--- config.mk ---
export PLATFORM = sky130hd
export DESIGN_NAME = dcs_i2c_regs
export DESIGN_NICKNAME = d
export VERILOG_FILES = /design/src/dcs_i2c_regs.v
export VERILOG_INCLUDE_DIRS = /design/src /design/src/src
export SDC_FILE = /design/constraint.sdc
export NUM_CORES = 1
export LEC_CHECK = 0
export BUFFER_PORTS_ARGS = -buffer_cell sky130_fd_sc_hd__buf_2
export CAP_MARGIN = 5
export CELL_PAD_IN_SITES_DETAIL_PLACEMENT = 0
export CELL_PAD_IN_SITES_GLOBAL_PLACEMENT = 1
export CORE_MARGIN = 2
export CORE_UTILIZATION = 43
export DETAILED_ROUTE_END_ITERATION = 10
export MAX_ROUTING_LAYER = met4
export PLACE_DENSITY_LB_ADDON = 0.1
export SYNTH_ARGS = -nofsm -noshare
export SYNTH_HDL_FRONTEND = slang
export SYNTH_SLANG_ARGS = --single-unit
--- constraint.sdc ---
create_clock -name clk -period 2.3 [get_ports clk]
set_input_delay 0.345 -clock clk [delete_from_list [all_inputs] [get_ports clk]]
set_output_delay 0.345 -clock clk [all_outputs]
set_load 0.02 [all_outputs]
--- src/dcs_defs.vh ---
// Constants for the converter configuration register bank and its serial slave
`ifndef DCS_DEFS_VH
`define DCS_DEFS_VH
`define DCS_CLK_MHZ 250
`define DCS_ADDR_FIXED 4'hc
`define DCS_ADDR_LOW_DEF 3'h0
`define DCS_CNV_WIDTH 12
`define DCS_CNV_IMPL_BITS 12
`define DCS_REF_UPPER 1
`define DCS_REF_LOWER 0
`define DCS_PD_HI 3
`define DCS_PD_LO 2
`define DCS_GAIN_BIT 4
`define DCS_CFG_BOR 5'h0c
`define DCS_CFG_SHIP 5'h00
`define DCS_CNV_SHIP 12'h000
`define DCS_PD_NORMAL 2'h0
`define DCS_CMD_VOLATILE 3'h2
`define DCS_CMD_ALL 3'h3
`define DCS_CMD_CONFIG 3'h4
`define DCS_NVW_TIME_NS 25000
`define DCS_NVW_CYCLES ((`DCS_NVW_TIME_NS * `DCS_CLK_MHZ) / 1000)
`endif

--- src/dcs_i2c_regs.v ---
// Converter configuration and data registers behind a two-wire serial slave
`timescale 1ns/10ps
`include "dcs_defs.vh"
// Function
// - Reference field: upper bit clear selects supply; else lower bit picks pin unbuffered/buffered.
// - Power-down field 00 normal; 01, 10, 11 pick ground loads 1k, 100k, 500k.
// - Any power-down code switches circuits off and disconnects the output amplifier.
// - Gain bit gives one or two; supply reference always forces gain one.
// - Brown-out forces reference 00, power-down 11, gain 0.
// - Power-on loads configuration and data from nonvolatile copy, shipped as zero.
// - Data register is 8, 10 or 12 bits; unimplemented upper bits unused.
// - Interface is slave only; never generates clock, start or stop.
// - Standard, fast and high-speed bit rates up to 3.4 Mbit/s work.
// - Data line sampled on the rising serial clock edge of each received bit and master acknowledge.
// - Data changes during clock high are taken as start or stop.
// - Device never holds the serial clock low.
// - While nonvolatile write busy, every command except a read is ignored.
// - A stop condition resets the serial interface state.
// - Slave address is fixed 1100 followed by a three-bit part code.
module dcs_i2c_regs #(
	parameter [2:0] ADDR_LOW = `DCS_ADDR_LOW_DEF,
	parameter [15:0] NVW_CYCLES = `DCS_NVW_CYCLES
) (
	input wire clk,
	input wire reset_n,
	input wire scl_in,
	input wire sda_in,
	output reg sda_out_r,
	output reg sda_oe_r,
	input wire brown_out,
	input wire factory_blank,
	output reg [1:0] ladder_reference_select_r,
	output reg [1:0] shutdown_load_select_r,
	output reg gain_select_r,
	output reg [11:0] converter_value_r,
	output reg reference_from_pin_r,
	output reg reference_buffered_r,
	output reg gain_two_r,
	output reg amp_connected_r,
	output reg [2:0] ground_load_r,
	output reg nonvolatile_write_idle_r
);
	localparam [4:0] ST_IDLE = 5'h01;
	localparam [4:0] ST_RX = 5'h02;
	localparam [4:0] ST_RACK = 5'h04;
	localparam [4:0] ST_TX = 5'h08;
	localparam [4:0] ST_MACK = 5'h10;

	function [11:0] cnv_mask;
		input [11:0] v;
		begin
			cnv_mask = v & ((12'h001 << `DCS_CNV_IMPL_BITS) - 12'h001);
		end
	endfunction

	// Two-stage synchronisers; stage one feeds only stage two
	reg scl_s1_r, scl_s2_r, scl_d_r;
	reg sda_s1_r, sda_s2_r, sda_d_r;
	reg bor_s1_r, bor_s2_r, blank_s1_r, blank_s2_r;
	reg [4:0] state_r;
	reg [3:0] bitcnt_r;
	reg [1:0] idx_r;
	reg is_addr_r, read_r, mack_ok_r;
	reg [7:0] shreg_r, txbyte_r;
	reg [2:0] cmd_r;
	reg [4:0] cfg_tmp_r, cfg_r, nv_cfg_r;
	reg [7:0] hi_tmp_r;
	reg [11:0] nv_cnv_r;
	reg [15:0] nvw_cnt_r;
	wire scl_rise = scl_s2_r & ~scl_d_r;
	wire scl_fall = ~scl_s2_r & scl_d_r;
	wire start_det = scl_s2_r & scl_d_r & sda_d_r & ~sda_s2_r;
	wire stop_det = scl_s2_r & scl_d_r & ~sda_d_r & sda_s2_r;
	wire busy = (nvw_cnt_r != 16'h0000);
	wire [7:0] status_byte = {~busy, 2'b10, cfg_r};
	wire [11:0] cnv_new = cnv_mask({hi_tmp_r, shreg_r[7:4]});

	always @(posedge clk) begin
		scl_s1_r <= scl_in;
		scl_s2_r <= scl_s1_r;
		scl_d_r <= scl_s2_r;
		sda_s1_r <= sda_in;
		sda_s2_r <= sda_s1_r;
		sda_d_r <= sda_s2_r;
		bor_s1_r <= brown_out;
		bor_s2_r <= bor_s1_r;
		blank_s1_r <= factory_blank;
		blank_s2_r <= blank_s1_r;
	end

	// Nonvolatile copy survives reset; only a blank strap at reset clears it
	always @(posedge clk) begin
		if (!reset_n) begin
			if (blank_s2_r) begin
				nv_cfg_r <= `DCS_CFG_SHIP;
				nv_cnv_r <= `DCS_CNV_SHIP;
			end
		end else if (state_r == ST_RX && scl_fall && bitcnt_r == 4'h8 && !is_addr_r &&
				!busy && idx_r == 2'h2 && cmd_r == `DCS_CMD_ALL) begin
			nv_cfg_r <= cfg_tmp_r;
			nv_cnv_r <= cnv_new;
		end
	end

	// Derived analog controls, one cycle behind the fields
	always @(posedge clk) begin
		if (!reset_n) begin
			reference_from_pin_r <= 1'b0;
			reference_buffered_r <= 1'b0;
			gain_two_r <= 1'b0;
			amp_connected_r <= 1'b0;
			ground_load_r <= 3'h0;
		end else begin
			reference_from_pin_r <= cfg_r[`DCS_REF_UPPER];
			reference_buffered_r <= cfg_r[`DCS_REF_UPPER] & cfg_r[`DCS_REF_LOWER];
			gain_two_r <= cfg_r[`DCS_REF_UPPER] & cfg_r[`DCS_GAIN_BIT];
			amp_connected_r <= (cfg_r[`DCS_PD_HI:`DCS_PD_LO] == `DCS_PD_NORMAL);
			// One-hot: bit0 1k, bit1 100k, bit2 500k
			ground_load_r <= {cfg_r[3] & cfg_r[2], cfg_r[3] & ~cfg_r[2],
				~cfg_r[3] & cfg_r[2]};
		end
	end

	always @(posedge clk) begin
		ladder_reference_select_r <= cfg_r[1:0];
		shutdown_load_select_r <= cfg_r[3:2];
		gain_select_r <= cfg_r[4];
		nonvolatile_write_idle_r <= ~busy;
	end

	// Serial slave; SCL is input only, so no stretching is possible
	always @(posedge clk) begin
		if (!reset_n) begin
			cfg_r <= nv_cfg_r;
			converter_value_r <= cnv_mask(nv_cnv_r);
			state_r <= ST_IDLE;
			sda_out_r <= 1'b0;
			sda_oe_r <= 1'b0;
			bitcnt_r <= 4'h0;
			idx_r <= 2'h0;
			is_addr_r <= 1'b0;
			read_r <= 1'b0;
			mack_ok_r <= 1'b0;
			shreg_r <= 8'h00;
			txbyte_r <= 8'h00;
			cmd_r <= 3'h0;
			cfg_tmp_r <= 5'h00;
			hi_tmp_r <= 8'h00;
			nvw_cnt_r <= 16'h0000;
		end else if (bor_s2_r) begin
			// Brown-out also holds the interface deaf
			cfg_r <= `DCS_CFG_BOR;
			converter_value_r <= 12'h000;
			state_r <= ST_IDLE;
			sda_oe_r <= 1'b0;
		end else begin
			if (busy)
				nvw_cnt_r <= nvw_cnt_r - 16'h0001;
			if (stop_det) begin
				state_r <= ST_IDLE;
				sda_oe_r <= 1'b0;
			end else if (start_det) begin
				state_r <= ST_RX;
				sda_oe_r <= 1'b0;
				bitcnt_r <= 4'h0;
				idx_r <= 2'h0;
				is_addr_r <= 1'b1;
			end else begin
				case (state_r)
				ST_IDLE: begin
					sda_oe_r <= 1'b0;
				end
				ST_RX: begin
					if (scl_rise) begin
						shreg_r <= {shreg_r[6:0], sda_s2_r};
						bitcnt_r <= bitcnt_r + 4'h1;
					end else if (scl_fall && bitcnt_r == 4'h8) begin
						bitcnt_r <= 4'h0;
						if (is_addr_r) begin
							is_addr_r <= 1'b0;
							read_r <= shreg_r[0];
							if (shreg_r[7:1] == {`DCS_ADDR_FIXED, ADDR_LOW}) begin
								state_r <= ST_RACK;
								sda_oe_r <= 1'b1;
							end else
								state_r <= ST_IDLE;
						end else if (busy || read_r) begin
							state_r <= ST_IDLE;
						end else begin
							state_r <= ST_RACK;
							sda_oe_r <= 1'b1;
							idx_r <= idx_r + 2'h1;
							case (idx_r)
							2'h0: begin
								cmd_r <= shreg_r[7:5];
								cfg_tmp_r <= shreg_r[4:0];
								if (shreg_r[7:5] == `DCS_CMD_CONFIG)
									cfg_r <= shreg_r[4:0];
								else if (shreg_r[7:5] != `DCS_CMD_VOLATILE &&
										shreg_r[7:5] != `DCS_CMD_ALL) begin
									state_r <= ST_IDLE;
									sda_oe_r <= 1'b0;
								end
							end
							2'h1: begin
								hi_tmp_r <= shreg_r;
								if (cmd_r == `DCS_CMD_CONFIG) begin
									state_r <= ST_IDLE;
									sda_oe_r <= 1'b0;
								end
							end
							2'h2: begin
								cfg_r <= cfg_tmp_r;
								converter_value_r <= cnv_new;
								if (cmd_r == `DCS_CMD_ALL)
									nvw_cnt_r <= NVW_CYCLES;
							end
							default: begin
								state_r <= ST_IDLE;
								sda_oe_r <= 1'b0;
							end
							endcase
						end
					end
				end
				ST_RACK: begin
					if (scl_fall) begin
						if (read_r) begin
							state_r <= ST_TX;
							txbyte_r <= status_byte;
							sda_oe_r <= ~status_byte[7];
							bitcnt_r <= 4'h1;
							idx_r <= 2'h1;
						end else begin
							state_r <= ST_RX;
							sda_oe_r <= 1'b0;
						end
					end
				end
				ST_TX: begin
					// Drive changes only after SCL falls, keeping data stable while high
					if (scl_fall) begin
						if (bitcnt_r == 4'h8) begin
							state_r <= ST_MACK;
							sda_oe_r <= 1'b0;
						end else begin
							sda_oe_r <= ~txbyte_r[3'h7 - bitcnt_r[2:0]];
							bitcnt_r <= bitcnt_r + 4'h1;
						end
					end
				end
				ST_MACK: begin
					if (scl_rise)
						mack_ok_r <= ~sda_s2_r;
					else if (scl_fall) begin
						if (mack_ok_r) begin
							state_r <= ST_TX;
							bitcnt_r <= 4'h1;
							idx_r <= (idx_r == 2'h2) ? 2'h0 : idx_r + 2'h1;
							case (idx_r)
							2'h1: begin
								txbyte_r <= converter_value_r[11:4];
								sda_oe_r <= ~converter_value_r[11];
							end
							2'h2: begin
								txbyte_r <= {converter_value_r[3:0], 4'h0};
								sda_oe_r <= ~converter_value_r[3];
							end
							default: begin
								txbyte_r <= status_byte;
								sda_oe_r <= ~status_byte[7];
							end
							endcase
						end else
							state_r <= ST_IDLE;
					end
				end
				default: begin
					state_r <= ST_IDLE;
					sda_oe_r <= 1'b0;
				end
				endcase
			end
		end
	end
	// At 250 MHz a 3.4 Mbit/s bit still spans about 70 samples, ample for the sync delay.
endmodule

==> results of run 1 <==
-- stage by stage --
step | total power [uW] | setup TNS [ns] | instance area, sq um | utilization (%) | setup WS [ns]
after global placement | 3650 | 0 | 6050 | 49.8 | 0.00631
final | 6500 | 0 | 6760 | 55.6 | 0.101
after global routing | 6810 | -0.0132 | 6760 | 55.6 | -0.00960
after detailed placement | 3680 | -0.0473 | 6050 | 49.8 | -0.0473
after CTS | 6520 | 0 | 6690 | 55.0 | 0.00843
after floorplan | 3210 | 0 | 5410 | - | 0.101
-- cells by family after synthesis --
kind of cell,count (synthesis),synth area share [%]
multiplexers,36,7.21
XOR/XNOR,15,2.43
AO/OA/AOI/OAI,92,12.0
other,1,0.0693
buffers and inverters,55,4.07
adder cells (fa/ha/maj),8,1.85
flip-flops,120,50.7
AND/OR/NAND/NOR,217,21.7
-- report_power, final --
group	leakage, uW	total [uW]	internal, uW	switching [uW]
Combinational	0.00147	1220	565	653
Sequential	0.00105	2480	2340	141
Clock	0.000316	2810	1860	952
-- worst min path at each step --
stage | depth (start not counted) | to | slack [ns] | from
after floorplan | 0 | blank_s2_r | 0.31 | blank_s1_r
after CTS | 1 | bor_s1_r | 0.01 | brown_out
final | 1 | bor_s1_r | 0.03 | brown_out
after global placement | 0 | sda_s2_r | 0.31 | sda_s1_r
after detailed placement | 0 | blank_s2_r | 0.32 | blank_s1_r
after global routing | 1 | bor_s1_r | 0.01 | brown_out
-- flip-flops by register name, summed over array words and instances (netlist names), 5 cells and up --
signal / flops
cfg_tmp_r: 5
txbyte_r: 8
nv_cfg_r: 5
nvw_cnt_r: 16
nv_cnv_r: 12
shreg_r: 8
converter_value_r: 12
state_r: 5
cfg_r: 5
hi_tmp_r: 8
-- cell usage in the layout (no fill, tap or decap), types with 6 or more instances in the layout --
master / n
a21oi_1: 19
and2_1: 15
and3_1: 7
buf_2: 31
buf_4: 48
clkbuf_16: 18
dfxtp_1: 86
edfxtp_1: 34
ha_1: 8
inv_1: 31
mux2i_1: 30
nand2_1: 38
nand2b_1: 10
nand3_1: 14
nand3b_1: 14
nand4_1: 6
nor2_1: 64
nor3_1: 8
o21ai_0: 25
xor2_1: 11
-- per-layer routing --
layer  GRT usage, %  up-vias  share of wire [%]
li1               -     2089                  -
met1           32.1     2055                 49
met2           33.8       83                 45
met3           5.09       19                3.9
met4           9.13        0                1.9
met5              -        -                  0
-- final cells by class --
type	count	area [sq um]
Fill cell	1102	5400
Sequential cell	120	2740
Multi-Input combinational cell	369	2500
Timing Repair Buffer	81	556
Clock buffer	22	495
Tap cell	168	210
Clock inverter	10	138
Inverter	31	116
-- worst register-to-register path, stage by stage, from the launching register on --
cell	delay (ns)
dfxtp_1	0.33
or3_4	0.43
or3_4	0.41
a2111oi_4	0.37
a211oi_2	0.10
o21a_4	0.25
a311oi_2	0.23
-- timing repair --
action	in CTS	in global routing
hold buffers	0	0
endpoints found under the setup margin	1	58
pin swaps	0	2
setup buffers	1	2
resized for setup	0	9
==> run metrics, run 1 <==
Reg2Reg Depth=6; count leader, synth=dfxtp_1; IO Port Bufs=31; RR Startpoint=state_r[4]; Yosys Warn Count=0; CTS tree=yes; setup violators final=0; Worst path most repeated cell=or3_4; Worst-Margin Slew=0.534 ns; share of post-route cells with drive strength above 1=22.7%; DRT iter0 DRCs=341; Total Die Area=0.0135 sq mm; Syn Area/Cell=9.95 sq um; CTS sink count=120; # nets final=634; Ant. Diodes=0; power per cell area=962 mW/mm^2; vias in the first global route=4207; clock slew at reported path FFs=0.06 ns; status=finished clean; area share of the largest cell type after synthesis=31.8%; most frequent cells after synthesis=dfxtp_1, nor2_1, nand2_1; Leak=0.00284 uW; WL per Instance=17.7 um; Worst VDD drop=0.567 mV; area of the mapped netlist=0.00541 sq mm; CP Class=flip-flop to flip-flop; Fin Clk Skew=0.00554 ns; vias per inst=5.30; Final Cycle Share=95.6%; Max FO, Critical Path=5; Vias=4246; final hold slack=0.0269 ns; Seq cells post-synth=120; Post-route DRC=0; critical path data required time=2.63 ns; initial antenna violation count=0; Initial Utilization=44.5%; element type at the critical path end=flip-flop; worst min-delay path class=primary input to flip-flop; CP endpoint=bitcnt_r[2]; Die W=116 um; # H-tree levels=4; HPWL Detailed=10300 um; Clock Tree Root=clkbuf_16; placed cells=766; Die Y=116 um; CP bufs+invs=0; GPL Wtd Cong=0.897; critical path's largest stage delay=0.43 ns; max_slew headroom=64.2%; total congestion overflow=0; main flop type after synthesis=dfxtp_1; Clock Latency Late Sink=0.42 ns; fin cells=801; core footprint=0.0122 sq mm; buffer depth of the longest clock path=2; number of buffers created by CTS=17; Data arrival, critical path=2.53 ns; crit start category=flip-flop; Pins Over Slew Limit=0; Critical Path Stages=6; largest net degree at the start of global routing=42; wire length of the first global-routing pass=22700 um; GR Util All Layers=23.4%; max-cap violations=0; number of flops mapped to enable cells by yosys=34; CP max stage cell=or3_4; fmax=0.455 GHz; kind of cell adding the most delay to the critical path=compound AO/OA/AOI/OAI gates; crit-path cells=or3_4 -> or3_4 -> a2111oi_4 -> a211oi_2 -> o21a_4 -> a311oi_2; Post-Route WL=14200 um; Crit. Startpoint=state_r[4]; post-synth cell types=69; final hold vios=0; R2R Path End=bitcnt_r[2]; synth top area cells=dfxtp_1, edfxtp_1, mux2i_1; post-synth net total=558; I/O Pins=33; Mapped Cells=544; Tmin final=2.20 ns; sequential fraction of the synthesis area=50.7%; num rows=40; R2R setup slack=0.10 ns; post-route ant nets=0; area delta synth->final=24.9%; async set-reset flop share out of synthesis=0%; leading area contributor after synthesis=dfxtp_1; first-pass iteration count of the detailed router=5
Power figures use the tool's default switching activity.
==> run 2, diff against run 1 <==
BUFFER_PORTS_ARGS = not set   (was -buffer_cell sky130_fd_sc_hd__buf_2)
CORE_UTILIZATION = 45   (was 43)
DONT_BUFFER_PORTS = 1   (was not set)
==> run 2 against run 1 <==
Effect of this change: maximum frequency up 0.57%; non-clock buffer count decreased by 36; sequential share of layout area up 1.7 points; critical path depth unchanged; hold slack improved by 0.073 ns; clock power is 15% lower; utilization shrank 0.87 points; via count down 3.3%; power down 5.6%; register-to-register slack about the same; critical path type unchanged.
==> run metrics, run 2 (synthesis gave the netlist of run 1 again) <==
Post-Route WL=13600 um; vias per inst=5.52; number of buffers created by CTS=17; Tmin final=2.19 ns; Total Die Area=0.0129 sq mm; CP Class=flip-flop to flip-flop; share of post-route cells with drive strength above 1=17.1%; biggest regs=nvw_cnt_r x16, converter_value_r x12, nv_cnv_r x12; num rows=40; Vias=4105; # H-tree levels=4; wire length of the first global-routing pass=21700 um; RSZ-0062 raised after global routing=no; total congestion overflow=0; initial antenna violation count=0; FILL cells=1090; max reg flops=16; area delta synth->final=19.9%; Fin Clk Skew=0.0206 ns; most frequent cells in the layout=dfxtp_1, nor2_1, nand2_1; element type at the critical path end=flip-flop; WL per Instance=18.3 um; setup violators final=0; Data arrival, critical path=2.52 ns; first-pass iteration count of the detailed router=5; worst min-delay path class=primary input to flip-flop; Top reg by flops=nvw_cnt_r; # nets final=598; I/O Pins=33; IO Port Bufs=0; DRT iter0 DRCs=231; Post-route DRC=0; CTS sink count=120; CTS tree=yes; Die W=114 um; Worst-Margin Slew=0.604 ns; Final Cycle Share=95.1%; GR Util All Layers=22.9%; Max FO, Critical Path=5; Clock Latency Late Sink=0.42 ns; power per cell area=946 mW/mm^2; Initial Utilization=45.6%; Die Y=114 um; status=finished clean; largest net degree at the start of global routing=60; Ant. Diodes=0; setup TNS=0 ns; Pins Over Slew Limit=0; max-cap violations=0; crit start category=flip-flop; commonest non-fill, non-tap cell in the layout=dfxtp_1; GPL Wtd Cong=0.930; final hold vios=0; post-route ant nets=0; critical path data required time=2.64 ns; Leak=0.00262 uW; core footprint=0.0119 sq mm; Worst VDD drop=0.710 mV; clock slew at reported path FFs=0.06 ns; Clock Tree Root=clkbuf_16; vias in the first global route=3941; HPWL Detailed=9610 um; max_slew headroom=59.7%; fmax=0.457 GHz; buffer depth of the longest clock path=2; post-route total power=6140 uW
## run 2: changes by cell type in the layout (fill, tap and decap cells not counted), sizes merged
cell,change
dlygate4sd3,+4
bufinv,-2
inv,-1
clkbuf,-4
clkinv,+5
clkinvlp,+2
buf,-40
## run 2: layer usage
metal  share of wire [%]  GRT usage, %  vias to the layer above
li1                    -             -                     2020
met4                 1.4          9.51                        0
met2                  46          33.5                       99
met5                   0             -                        -
met1                  47          30.4                     1970
met3                 5.4          5.69                       16
## run 2: cell type report
type                            instances  area, sq um  area share (%)
Inverter                               31          116            1.79
Multi-Input combinational cell        369         2530            39.0
Clock buffer                           18          429            6.61
Sequential cell                       120         2740            42.3
Timing Repair Buffer                   45          380            5.86
Clock inverter                         14          108            1.66
Tap cell                              147          184            2.83
## run 2: final timing paths
check | from | end | slack (ns) | cells after the start
worst max-delay path | state_r[4] | bitcnt_r[3] | 0.11 | 6
worst min-delay path | reset_n | reference_from_pin_r | 0.1 | 1
worst max register to register | state_r[4] | bitcnt_r[3] | 0.11 | 6
worst min register to register | bor_s1_r | bor_s2_r | 0.32 | 0
## run 2: what timing repair did
action                                 in CTS  in global routing
hold buffers                                4                  0
endpoints found under the hold margin       4                  0
gates resized for setup                     0                 16
setup buffers                               0                  3
setup endpoints to repair                   0                 49
## run 2: where the power goes
part           switching, uW  internal [uW]
clock                    933           1470
sequential               207           2340
combinational            599            601
## run 2: through the flow
step | utilization, % | setup WS [ns] | hold slack (ns) | area, sq um | std cells
6_report | 54.7 | 0.113 | 0.0995 | 6490 | 744
3_3_place_gp | 48.9 | 0.0534 | 0.312 | 5800 | 705
2_1_floorplan | - | 0.101 | 0.310 | 5410 | 544
4_1_cts | 53.8 | 0.0475 | 0.0502 | 6380 | 741
3_5_place_dp | 48.9 | 0.0634 | 0.314 | 5800 | 705
5_1_grt | 54.7 | 0.00548 | 0.0733 | 6490 | 744
## run 2: worst max-delay path: stages, from the launching register on
cell	delay, ns
dfxtp_1	0.31
or3_4	0.42
or3_4	0.40
a2111oi_4	0.40
a211oi_2	0.12
o21a_4	0.25
a311oi_2	0.22
==> run 3, diff against run 2 <==
GPL_TIMING_DRIVEN = 0   (was not set)
REMOVE_ABC_BUFFERS = 1   (was not set)
==> run 3 against run 2 <==
Effect of this change: power rose by 3.3%; sequential power hardly changed; utilization fell by 0.36 points; final area decreased by 0.66%; setup slack worse by 0.024 ns; via count shrank 2.7%; critical endpoint unchanged.
==> run metrics, run 3 (synthesis gave the netlist of run 1 again) <==
Max FO, Critical Path=8; CTS tree=yes; setup violators final=0; WL per Instance=18.0 um; GR Util All Layers=21.9%; Clock Latency Late Sink=0.42 ns; Tmin final=2.21 ns; status=finished clean; fmax=0.452 GHz; vias in the first global route=3907; Vias=3994; post-route core utilization=54.4%; Total Die Area=0.0129 sq mm; I/O Pins=33; Die Y=114 um; total congestion overflow=0; critical path data required time=2.62 ns; hold-critical path depth=2; largest net degree at the start of global routing=60; post-route ant nets=0; Worst VDD drop=0.765 mV; Ant. Diodes=0; fin cells=713; worst min-delay path class=primary input to flip-flop; # nets final=567; max reg flops=16; num rows=40; Post-route DRC=0; DRT iter0 DRCs=257; most frequent cells in the layout=dfxtp_1, nor2_1, nand2_1; Data arrival, critical path=2.53 ns; Worst-Margin Slew=0.940 ns; Clock Tree Root=clkbuf_16; clock slew at reported path FFs=0.05 ns; crit start category=flip-flop; IO Port Bufs=0; Pins Over Slew Limit=0; area delta synth->final=19.1%; Initial Utilization=45.6%; core footprint=0.0119 sq mm; vias per inst=5.60; Fin Clk Skew=0.00867 ns; CTS sink count=120; Reg2Reg Depth=6; HPWL Detailed=8310 um; Die W=114 um; first-pass iteration count of the detailed router=5; element type at the critical path end=flip-flop; power per cell area=984 mW/mm^2; FILL cells=1067; final hold vios=0; max-cap violations=0; R2R setup slack=0.09 ns; Top reg by flops=nvw_cnt_r; wire length of the first global-routing pass=21100 um; biggest regs=nvw_cnt_r x16, converter_value_r x12, nv_cnv_r x12; Post-Route WL=12800 um; # H-tree levels=4; placed cells=667; Final Cycle Share=96.1%; initial antenna violation count=0; Leak=0.00254 uW; RSZ-0062 raised after global routing=yes; commonest non-fill, non-tap cell in the layout=dfxtp_1; buffer depth of the longest clock path=2; max_slew headroom=37.2%; share of post-route cells with drive strength above 1=15.4%; GPL Wtd Cong=0.871; CP Class=flip-flop to flip-flop; number of buffers created by CTS=17
-- run 3: cell count changes in the layout (fill, tap and decap cells not counted), moves of 3 or more --
cell and change:
clkinv_1 -3, dfxtp_2 +3, clkbuf_1 +3, buf_4 -32
dfxtp_1 -4
-- run 3: where the power goes --
part	switching, uW	internal, uW
registers	227	2340
logic	578	545
clock network	905	1750
-- run 3: critical path, stage by stage (launching register included) --
cell       delay, ns
dfxtp_4         0.37
or3_4           0.44
or3_4           0.38
a2111oi_4       0.36
a211oi_2        0.09
o21a_4          0.26
a311oi_2        0.22
-- run 3: metal layers --
metal  wire length (um)  global-route usage [%]
met1               5950                    28.6
met2               6070                    32.7
met3                685                    6.48
met4                129                    7.24
met5                  0                       -
-- run 3: final timing paths --
check,startpoint,endpoint
worst min register to register,bor_s1_r,bor_s2_r
worst max-delay path,state_r[0],bitcnt_r[3]
worst max register to register,state_r[0],bitcnt_r[3]
worst min-delay path,reset_n,nvw_cnt_r[1]
-- run 3: layout make-up --
type	instances	area, sq um	share of cell area (%)
timing repair buffer	14	169	2.62
sequential	120	2750	42.7
multi-input combinational	369	2640	40.9
clock inverter	9	124	1.92
inverter	31	116	1.80
clock buffer	23	468	7.26
tap	147	184	2.85
-- run 3: repair_timing --
| action | 4_1_cts | 5_1_grt |
|---|---|---|
| gates resized for setup | 22 | 19 |
| buffers inserted | 5 | 5 |
| pin swaps | 2 | 9 |
| hold buffers | 4 | 0 |
| endpoints found under the setup margin | 82 | 69 |
| hold endpoints to repair | 4 | 0 |
-- run 3: per-stage QoR --
step | hold slack (ns) | total power [uW] | setup slack [ns] | setup TNS, ns | cell area, sq um
after global routing | 0.0724 | 6660 | -0.0154 | -0.120 | 6450
after detailed placement | 0.313 | 3400 | -0.577 | -36.28 | 5490
after floorplan | 0.310 | 3200 | 0.0909 | 0 | 5310
after global placement | 0.313 | 3390 | -0.585 | -35.48 | 5490
final | 0.0977 | 6340 | 0.0898 | 0 | 6450
after CTS | 0.0492 | 6190 | -0.0132 | -0.121 | 6310
